File: src/core/flk_regs.svh
// Purpose: offsets, fields, reset values and codes of the flash guard.
// Assumes: 8-bit special-function register bus.
// Notes:   values are the hardware's; header holds definitions only.
`ifndef FLK_REGS_SVH
`define FLK_REGS_SVH

`define FLK_ADDR_SCALE      8'hb6
`define FLK_ADDR_KEY        8'hb7
`define FLK_KEY_FIRST       8'ha5
`define FLK_KEY_SECOND      8'hf1
`define FLK_OSE_BIT         7
`define FLK_RTS_BIT         4
`define FLK_SCALE_RESET     8'h80
`define FLK_SCALE_MASK      8'h90
`define FLK_CODE_LOCKED     2'h0
`define FLK_CODE_FIRST      2'h1
`define FLK_CODE_OPEN       2'h2
`define FLK_CODE_BARRED     2'h3
`define FLK_PULSE_CYCLES    1

`endif

File: src/core/flk_pkg.sv
// Purpose: types of the flash guard.
// Assumes: codes are gray along locked, first, open.
// Notes:   barred is the terminal lockout state.
`default_nettype none
package flk_pkg;
  typedef enum logic [1:0] {
    FLK_LOCKED = 2'h0,
    FLK_FIRST  = 2'h1,
    FLK_OPEN   = 2'h3,
    FLK_BARRED = 2'h2
  } flk_lock_t;
endpackage
`default_nettype wire

File: src/core/flk_sense_pulse.sv
// Purpose: sense amplifier enable per program-store read.
// Assumes: i_read is one cycle per read.
// Notes:   one-shot adds a one-cycle pulse; otherwise sense enable alone.
`include "flk_regs.svh"
`default_nettype none
module flk_sense_pulse #(
  parameter int PULSE_CYCLES = `FLK_PULSE_CYCLES
) (
  input  wire logic i_clk,        // core clock
  input  wire logic i_rst_n,      // async reset, low
  input  wire logic i_read,       // read strobe
  input  wire logic i_one_shot,   // one-shot mode
  output logic      o_sense_en,   // sense amp enable
  output logic      o_sense_pulse // one-shot form
);
  typedef struct packed {
    logic sense;
    logic pulse;
  } flk_sp_state_t;

  flk_sp_state_t st_reg;
  flk_sp_state_t st_next;

  always_comb begin
    st_next = st_reg;
    st_next.sense = i_read;
    st_next.pulse = i_read & i_one_shot;
  end

  always_ff @(posedge i_clk or negedge i_rst_n) begin
    if (!i_rst_n) begin
      st_reg <= '0;
    end else begin
      st_reg <= st_next;
    end
  end

  assign o_sense_en    = st_reg.sense;
  assign o_sense_pulse = st_reg.pulse;

  a_sense_follows: assert property (
    @(posedge i_clk) disable iff (!i_rst_n)
    i_read |=> o_sense_en) else $error("sense not enabled on read");
  a_shot_pulse: assert property (
    @(posedge i_clk) disable iff (!i_rst_n)
    i_read && i_one_shot |=> o_sense_pulse)
    else $error("no one-shot pulse on read");
  a_full_cycle: assert property (
    @(posedge i_clk) disable iff (!i_rst_n)
    i_read && !i_one_shot |=> o_sense_en && !o_sense_pulse)
    else $error("full cycle read flagged as one-shot");
endmodule
`default_nettype wire

File: src/core/flk_guard.sv
// Purpose: flash key lock, lockout, read timing and one-shot control.
// Assumes: bus strobes are one cycle; op done is one cycle.
// Notes:   lockout ends only at reset.
`include "flk_regs.svh"
`default_nettype none
module flk_guard (
  input  wire logic       i_clk,        // core clock
  input  wire logic       i_rst_n,      // async reset, low
  input  wire logic [7:0] i_sfr_addr,   // register address
  input  wire logic [7:0] i_sfr_wdata,  // write data
  input  wire logic       i_sfr_wr,     // write strobe
  input  wire logic       i_sfr_rd,     // read strobe
  input  wire logic       i_store_wr_en,// program store write enable
  input  wire logic       i_store_er_en,// program store erase enable
  input  wire logic       i_move_wr,    // move-write strobe
  input  wire logic       i_op_done,    // flash op complete
  input  wire logic       i_read,       // program store read
  output logic      [7:0] o_sfr_rdata,  // read data
  output logic            o_flash_wr,   // byte write start
  output logic            o_flash_erase,// page erase start
  output logic            o_xdata_wr,   // external data write
  output logic            o_unlocked,   // permission granted
  output logic            o_read_timing,// timing select
  output logic            o_sense_en,   // sense amp enable
  output logic            o_sense_pulse // one-shot pulse
);
  typedef struct packed {
    flk_pkg::flk_lock_t lock;
    logic               busy;
    logic               ose;
    logic               rts;
    logic [7:0]         rdata;
    logic               fwr;
    logic               fer;
    logic               xwr;
    logic               unl;
  } flk_state_t;

  localparam logic [7:0] SCALE_RST = `FLK_SCALE_RESET;
  // reset state: locked, no lockout, scale bits from their reset value
  localparam flk_state_t ST_RESET = '{
    lock:  flk_pkg::FLK_LOCKED,
    busy:  1'b0,
    ose:   SCALE_RST[`FLK_OSE_BIT],
    rts:   SCALE_RST[`FLK_RTS_BIT],
    rdata: 8'h00,
    fwr:   1'b0,
    fer:   1'b0,
    xwr:   1'b0,
    unl:   1'b0
  };

  flk_state_t st_reg;
  flk_state_t st_next;
  logic [1:0] code;

  always_comb begin
    case (st_reg.lock)
      flk_pkg::FLK_LOCKED: code = `FLK_CODE_LOCKED;
      flk_pkg::FLK_FIRST:  code = `FLK_CODE_FIRST;
      flk_pkg::FLK_OPEN:   code = `FLK_CODE_OPEN;
      flk_pkg::FLK_BARRED: code = `FLK_CODE_BARRED;
      default:             code = `FLK_CODE_BARRED;
    endcase
  end

  always_comb begin
    st_next = st_reg;
    st_next.fwr = 1'b0;
    st_next.fer = 1'b0;
    st_next.xwr = 1'b0;
    if (i_sfr_wr && i_sfr_addr == `FLK_ADDR_SCALE) begin
      st_next.ose = i_sfr_wdata[`FLK_OSE_BIT];
      st_next.rts = i_sfr_wdata[`FLK_RTS_BIT];
    end
    if (i_sfr_wr && i_sfr_addr == `FLK_ADDR_KEY) begin
      case (st_reg.lock)
        flk_pkg::FLK_LOCKED: begin
          if (i_sfr_wdata == `FLK_KEY_FIRST) begin
            st_next.lock = flk_pkg::FLK_FIRST;
          end else begin
            st_next.lock = flk_pkg::FLK_BARRED;
          end
        end
        flk_pkg::FLK_FIRST: begin
          if (i_sfr_wdata == `FLK_KEY_SECOND) begin
            st_next.lock = flk_pkg::FLK_OPEN;
          end else begin
            st_next.lock = flk_pkg::FLK_BARRED;
          end
        end
        flk_pkg::FLK_OPEN:   st_next.lock = flk_pkg::FLK_BARRED;
        flk_pkg::FLK_BARRED: st_next.lock = flk_pkg::FLK_BARRED;
        default:             st_next.lock = flk_pkg::FLK_BARRED;
      endcase
    end
    if (i_move_wr) begin
      if (!i_store_wr_en) begin
        st_next.xwr = 1'b1;
      end else if (st_reg.lock == flk_pkg::FLK_OPEN && !st_reg.busy) begin
        st_next.busy = 1'b1;
        st_next.fer  = i_store_er_en;
        st_next.fwr  = ~i_store_er_en;
      end else begin
        st_next.lock = flk_pkg::FLK_BARRED;
      end
    end
    if (st_reg.busy && i_op_done) begin
      st_next.busy = 1'b0;
      if (st_next.lock == flk_pkg::FLK_OPEN) begin
        st_next.lock = flk_pkg::FLK_LOCKED;
      end
    end
    // permission flag kept as a flop so the output is registered
    st_next.unl = (st_next.lock == flk_pkg::FLK_OPEN);
    st_next.rdata = 8'h00;
    if (i_sfr_rd && i_sfr_addr == `FLK_ADDR_KEY) begin
      st_next.rdata = {6'h00, code};
    end else if (i_sfr_rd && i_sfr_addr == `FLK_ADDR_SCALE) begin
      st_next.rdata = {st_reg.ose, 2'h0, st_reg.rts, 4'h0};
    end
  end

  always_ff @(posedge i_clk or negedge i_rst_n) begin
    if (!i_rst_n) begin
      st_reg <= ST_RESET;
    end else begin
      st_reg <= st_next;
    end
  end

  assign o_sfr_rdata   = st_reg.rdata;
  assign o_flash_wr    = st_reg.fwr;
  assign o_flash_erase = st_reg.fer;
  assign o_xdata_wr    = st_reg.xwr;
  assign o_unlocked    = st_reg.unl;
  assign o_read_timing = st_reg.rts;

  flk_sense_pulse u_sense (
    .i_clk         (i_clk),
    .i_rst_n       (i_rst_n),
    .i_read        (i_read),
    .i_one_shot    (st_reg.ose),
    .o_sense_en    (o_sense_en),
    .o_sense_pulse (o_sense_pulse)
  );

  a_barred_sticks: assert property (
    @(posedge i_clk) disable iff (!i_rst_n)
    st_reg.lock == flk_pkg::FLK_BARRED |=> st_reg.lock == flk_pkg::FLK_BARRED)
    else $error("lockout left without reset");
  a_bad_key_bars: assert property (
    @(posedge i_clk) disable iff (!i_rst_n)
    i_sfr_wr && i_sfr_addr == `FLK_ADDR_KEY &&
    st_reg.lock == flk_pkg::FLK_LOCKED && i_sfr_wdata != `FLK_KEY_FIRST
    |=> st_reg.lock == flk_pkg::FLK_BARRED) else $error("no lockout");
  a_open_needs_keys: assert property (
    @(posedge i_clk) disable iff (!i_rst_n)
    $rose(o_unlocked) |-> $past(st_reg.lock) == flk_pkg::FLK_FIRST)
    else $error("unlock without first key");
  a_write_needs_open: assert property (
    @(posedge i_clk) disable iff (!i_rst_n)
    (o_flash_wr || o_flash_erase) |-> $past(o_unlocked))
    else $error("flash op while locked");
  a_locked_attempt: assert property (
    @(posedge i_clk) disable iff (!i_rst_n)
    i_move_wr && i_store_wr_en && !o_unlocked
    |=> st_reg.lock == flk_pkg::FLK_BARRED) else $error("attempt missed");
  a_revoke_done: assert property (
    @(posedge i_clk) disable iff (!i_rst_n)
    st_reg.busy && i_op_done && o_unlocked && !i_sfr_wr && !i_move_wr
    |=> st_reg.lock == flk_pkg::FLK_LOCKED) else $error("not revoked");
  a_erase_page: assert property (
    @(posedge i_clk) disable iff (!i_rst_n)
    i_move_wr && i_store_wr_en && i_store_er_en && o_unlocked && !st_reg.busy
    |=> o_flash_erase && !o_flash_wr) else $error("erase not issued");
  a_xdata_route: assert property (
    @(posedge i_clk) disable iff (!i_rst_n)
    i_move_wr && !i_store_wr_en |=> o_xdata_wr && !o_flash_wr)
    else $error("move-write misrouted");
  a_key_readback: assert property (
    @(posedge i_clk) disable iff (!i_rst_n)
    i_sfr_rd && i_sfr_addr == `FLK_ADDR_KEY |=> o_sfr_rdata[7:2] == 6'h00 &&
    o_sfr_rdata[1:0] == $past(code)) else $error("bad key readback");
  a_timing_write: assert property (
    @(posedge i_clk) disable iff (!i_rst_n)
    i_sfr_wr && i_sfr_addr == `FLK_ADDR_SCALE
    |=> o_read_timing == $past(i_sfr_wdata[`FLK_RTS_BIT]))
    else $error("timing select lost");
  a_first_key_step: assert property (
    @(posedge i_clk) disable iff (!i_rst_n)
    i_sfr_wr && i_sfr_addr == `FLK_ADDR_KEY && !i_move_wr &&
    st_reg.lock == flk_pkg::FLK_LOCKED && i_sfr_wdata == `FLK_KEY_FIRST
    |=> st_reg.lock == flk_pkg::FLK_FIRST)
    else $error("first key not taken");
  a_second_key_opens: assert property (
    @(posedge i_clk) disable iff (!i_rst_n)
    i_sfr_wr && i_sfr_addr == `FLK_ADDR_KEY && !i_move_wr &&
    st_reg.lock == flk_pkg::FLK_FIRST && i_sfr_wdata == `FLK_KEY_SECOND
    |=> o_unlocked)
    else $error("second key did not unlock");
  a_open_key_bars: assert property (
    @(posedge i_clk) disable iff (!i_rst_n)
    i_sfr_wr && i_sfr_addr == `FLK_ADDR_KEY &&
    st_reg.lock == flk_pkg::FLK_OPEN
    |=> st_reg.lock == flk_pkg::FLK_BARRED)
    else $error("key write while open not barred");
  a_busy_move_bars: assert property (
    @(posedge i_clk) disable iff (!i_rst_n)
    i_move_wr && i_store_wr_en && st_reg.busy
    |=> st_reg.lock == flk_pkg::FLK_BARRED && !o_flash_wr && !o_flash_erase)
    else $error("second op while busy not barred");
  a_barred_no_op: assert property (
    @(posedge i_clk) disable iff (!i_rst_n)
    st_reg.lock == flk_pkg::FLK_BARRED |=> !o_flash_wr && !o_flash_erase)
    else $error("flash op during lockout");
  a_one_op_each: assert property (
    @(posedge i_clk) disable iff (!i_rst_n)
    (o_flash_wr || o_flash_erase) |=> !(o_flash_wr || o_flash_erase))
    else $error("more than one op per unlock");
  a_open_reads: assert property (
    @(posedge i_clk) disable iff (!i_rst_n)
    i_sfr_rd && i_sfr_addr == `FLK_ADDR_KEY && o_unlocked
    |=> o_sfr_rdata == {6'h00, `FLK_CODE_OPEN})
    else $error("open state read wrong");
  a_barred_reads: assert property (
    @(posedge i_clk) disable iff (!i_rst_n)
    i_sfr_rd && i_sfr_addr == `FLK_ADDR_KEY &&
    st_reg.lock == flk_pkg::FLK_BARRED
    |=> o_sfr_rdata == {6'h00, `FLK_CODE_BARRED})
    else $error("lockout state read wrong");
  a_first_reads: assert property (
    @(posedge i_clk) disable iff (!i_rst_n)
    i_sfr_rd && i_sfr_addr == `FLK_ADDR_KEY &&
    st_reg.lock == flk_pkg::FLK_FIRST
    |=> o_sfr_rdata == {6'h00, `FLK_CODE_FIRST})
    else $error("first key state read wrong");
  a_scale_readback: assert property (
    @(posedge i_clk) disable iff (!i_rst_n)
    i_sfr_rd && i_sfr_addr == `FLK_ADDR_SCALE
    |=> (o_sfr_rdata & ~`FLK_SCALE_MASK) == 8'h00 &&
    o_sfr_rdata[`FLK_RTS_BIT] == $past(o_read_timing))
    else $error("scale readback wrong");
endmodule
`default_nettype wire

File: config.mk
export PLATFORM = sky130hd
export DESIGN_NAME = flk_guard
export DESIGN_NICKNAME = d
export VERILOG_FILES = /design/src/core/flk_pkg.sv /design/src/core/flk_sense_pulse.sv /design/src/core/flk_guard.sv
export VERILOG_INCLUDE_DIRS = /design/src /design/src/core
export SDC_FILE = /design/constraint.sdc
export NUM_CORES = 1
export LEC_CHECK = 0
export ABC_AREA = 1
export CAP_MARGIN = 20
export CORE_MARGIN = 2
export CORE_UTILIZATION = 40
export CTS_BUF_LIST = sky130_fd_sc_hd__clkbuf_4
export DETAILED_ROUTE_END_ITERATION = 8
export DONT_BUFFER_PORTS = 1
export REMOVE_ABC_BUFFERS = 1
export SKIP_LAST_GASP = 1
export SLEW_MARGIN = 20
export SYNTH_ARGS = -nofsm -noshare
export SYNTH_HDL_FRONTEND = slang
export SYNTH_HIERARCHICAL = 1
export SYNTH_SLANG_ARGS = --single-unit
File: constraint.sdc
create_clock -name i_clk -period 1.8 [get_ports i_clk]
set_input_delay 0.18 -clock i_clk [delete_from_list [all_inputs] [get_ports i_clk]]
set_output_delay 0.18 -clock i_clk [all_outputs]
set_load 0.01 [all_outputs]
==> flow_metrics.py <==
metrics = {
    "power": {
        "power_uw": 599,
        "ir_drop_v": 0.000260,
        "powerDensity_mw_per_mm2": 661,
        "p_leak_nw": 0.488,
    },
    "cells_and_area": {
        "fin_nets": 139,
        "area_growth_pct": 9.04,
        "drive_gt1_share_pct": 11.0,
        "final_cell_area_um2": 906,
        "n_antenna_cell": 0,
    },
    "detailed_routing": {
        "route.detailed.wl_per_inst_um": 10.2,
        "viasPerCell": 4.49,
        "drtIter0Drc": 8,
        "drc": 0,
        "vias": 611,
        "ant_nets": 0,
        "totalWireLength_um": 1390,
        "drt_pass1_iterations": 4,
    },
    "sta": {
        "worst_pin_slew_ns": 0.650,
        "finalSetupTns_ns": 0,
        "slew_violations": 0,
        "clock_skew_ns": 0.00519,
        "slew_headroom_pct": 56.5,
        "setup_viol": 0,
        "fmax_ghz": 0.701,
        "min_period_over_period_pct": 79.2,
        "min_period_ns": 1.43,
        "final_hold_viol_count": 0,
        "setup_slack_ns": 0.374,
        "hold_slack_ns": 0.0132,
        "rsz0062_at_grt": "false",
    },
    "place": {
        "gp_congestion": 0.793,
        "io_buffers": 0,
        "place_area_um2": 816,
        "hpwl_um": 1130,
        "place_ws_ns": 0.382,
    },
    "synthesis": {
        "netlist_instances": 104,
        "yosys_warnings": 6,
        "netlist_area_um2": 831,
        "synth_seq_area_share_pct": 45.3,
        "avgSynthCellArea_um2": 7.99,
        "ys_ff_latch": 15,
        "synth_cell_types": 17,
    },
    "clock_network": {
        "path_clk_slew_ns": 0.08,
        "cts_sinks": 15,
        "cts_tree": "done",
        "cts_htree_levels": 1,
        "numCtsBuffers": 3,
        "clock_path_buffers": 2,
        "insertion_delay_ns": 0.27,
        "cts_root_buf": "clkbuf_4",
        "cts_setup_buffers": 0,
    },
    "global_route": {
        "grt_pass1_vias": 571,
        "antenna_found_initial": 0,
        "grt_pass1_wl_um": 2400,
        "overflow": 0,
        "grt_start_max_net_pins": 16,
        "gr-usage-all-layers_pct": 12.8,
    },
    "status": {
        "outcome": "completed",
    },
    "die": {
        "std_cell_rows": 16,
        "coreArea_mm2": 0.00196,
        "die_w_um": 49.6,
        "dieArea_mm2": 0.00246,
        "die_height_um": 49.6,
        "ios": 40,
        "start_util_pct": 42.3,
    },
    "worst_setup_path": {
        "crit_arrival_ns": 1.60,
        "timing_worst_setup_path_type": "register to register",
        "worst_ep_required_time_ns": 1.97,
        "cp-start-kind": "register",
        "crit_fanout": 3,
        "rrSetupSlack_ns": 0.37,
        "crit_path_end_kind": "register",
    },
    "min_path": {
        "hold_class": "input port to register",
    },
    "run": {
        "max-cap-violations": 0,
    },
}
-- synth_stat cells --
library cell  instances  area [um^2]
inv_1                21         78.8
nand2_1              19         71.3
dfrtp_1              14          350
nor2_1               14         52.6
buf_4                 8         60.1
nand3_1               7         35.0
ha_1                  4         50.1
o21ai_0               4         20.0
nor2_2                3         18.8
a21oi_2               2         17.5
nand4_1               2         12.5
conb_1                1         3.75
dfstp_2               1         26.3
nand3_2               1         10.0
nor2_4                1         11.3
nor3_1                1         5.00
nor3b_1               1         7.51
-- final timing paths --
path,to,cells after the start,from
setup / recovery,st_reg[16]$_DFF_PN0_,9,st_reg[15]$_DFF_PN0_
hold / removal,st_reg[13]$_DFFE_PN1P_,2,i_sfr_wdata[7]
setup reg to reg,st_reg[16]$_DFF_PN0_,9,st_reg[15]$_DFF_PN0_
hold reg to reg,u_sense/o_sense_pulse$_DFF_PN0_,2,st_reg[13]$_DFFE_PN1P_
max in group asynchronous,st_reg[16]$_DFF_PN0_,1,i_rst_n
min in group asynchronous,o_sfr_rdata[7]$_DFF_PN0_,1,i_rst_n
-- what timing repair did --
| action | in CTS | in global routing |
|---|---|---|
| resized for setup | 0 | 0 |
| hold buffers | 5 | 1 |
| endpoints found under the hold margin | 20 | 1 |
-- routing by layer --
layer  global-route usage (%)  wire length (um)
met1                     15.8               605
met2                     20.2               659
met3                     3.33               108
met4                     6.94                14
met5                        0                 0
-- stage by stage --
step | cells | util (%)
after floorplan | 99 | -
after global placement | 126 | 41.6
after detailed placement | 126 | 41.6
after CTS | 135 | 45.7
after global routing | 136 | 46.2
final | 136 | 46.2
-- report_power, final --
part / total, mW / switching (mW) / internal, mW
Sequential: 0.353 / 0.00678 / 0.346
Clock: 0.199 / 0.0980 / 0.101
Combinational: 0.0470 / 0.0284 / 0.0186
Total: 0.599 / 0.133 / 0.466
-- cell usage in the layout, fill, tap and decap left out, drive strengths merged --
cell type / instances
nand3: 8
nand2: 19
nand4: 2
a21oi: 2
nor2: 18
o21ai: 4
inv: 21
ha: 4
conb: 4
dlygate4sd3: 6
nor3: 1
dfstp: 1
clkbuf: 4
dfrtp: 14
nor3b: 1
-- worst max-delay path, cell delays in order (launching register included) --
cell,delay (ns)
dfrtp_1,0.41
inv_1,0.12
ha_1,0.18
nand2_1,0.06
nor2_1,0.11
nand4_1,0.11
nand3_1,0.15
nand3_1,0.09
nand2_1,0.06
inv_1,0.03
-- logic make-up (layout without fill, tap and decap cells) --
family / after synthesis / after routing / share of synthesized area [%]
other: 1 / 4 / 0.451
adders and majority gates: 4 / 4 / 6.02
and+or+nand+nor: 49 / 49 / 27.0
AOI/OAI and AO/OA: 6 / 6 / 4.52
DFF: 15 / 15 / 45.3
buffers and inverters: 29 / 31 / 16.7
-- layout make-up --
class / count / area [um^2]
Tap cell: 27 / 33.8
Sequential cell: 15 / 377
Clock buffer: 4 / 30.0
Timing Repair Buffer: 6 / 60.1
Fill cell: 214 / 1060
Multi-Input combinational cell: 63 / 327
Inverter: 21 / 78.8
(Power assumes the default switching activity.)
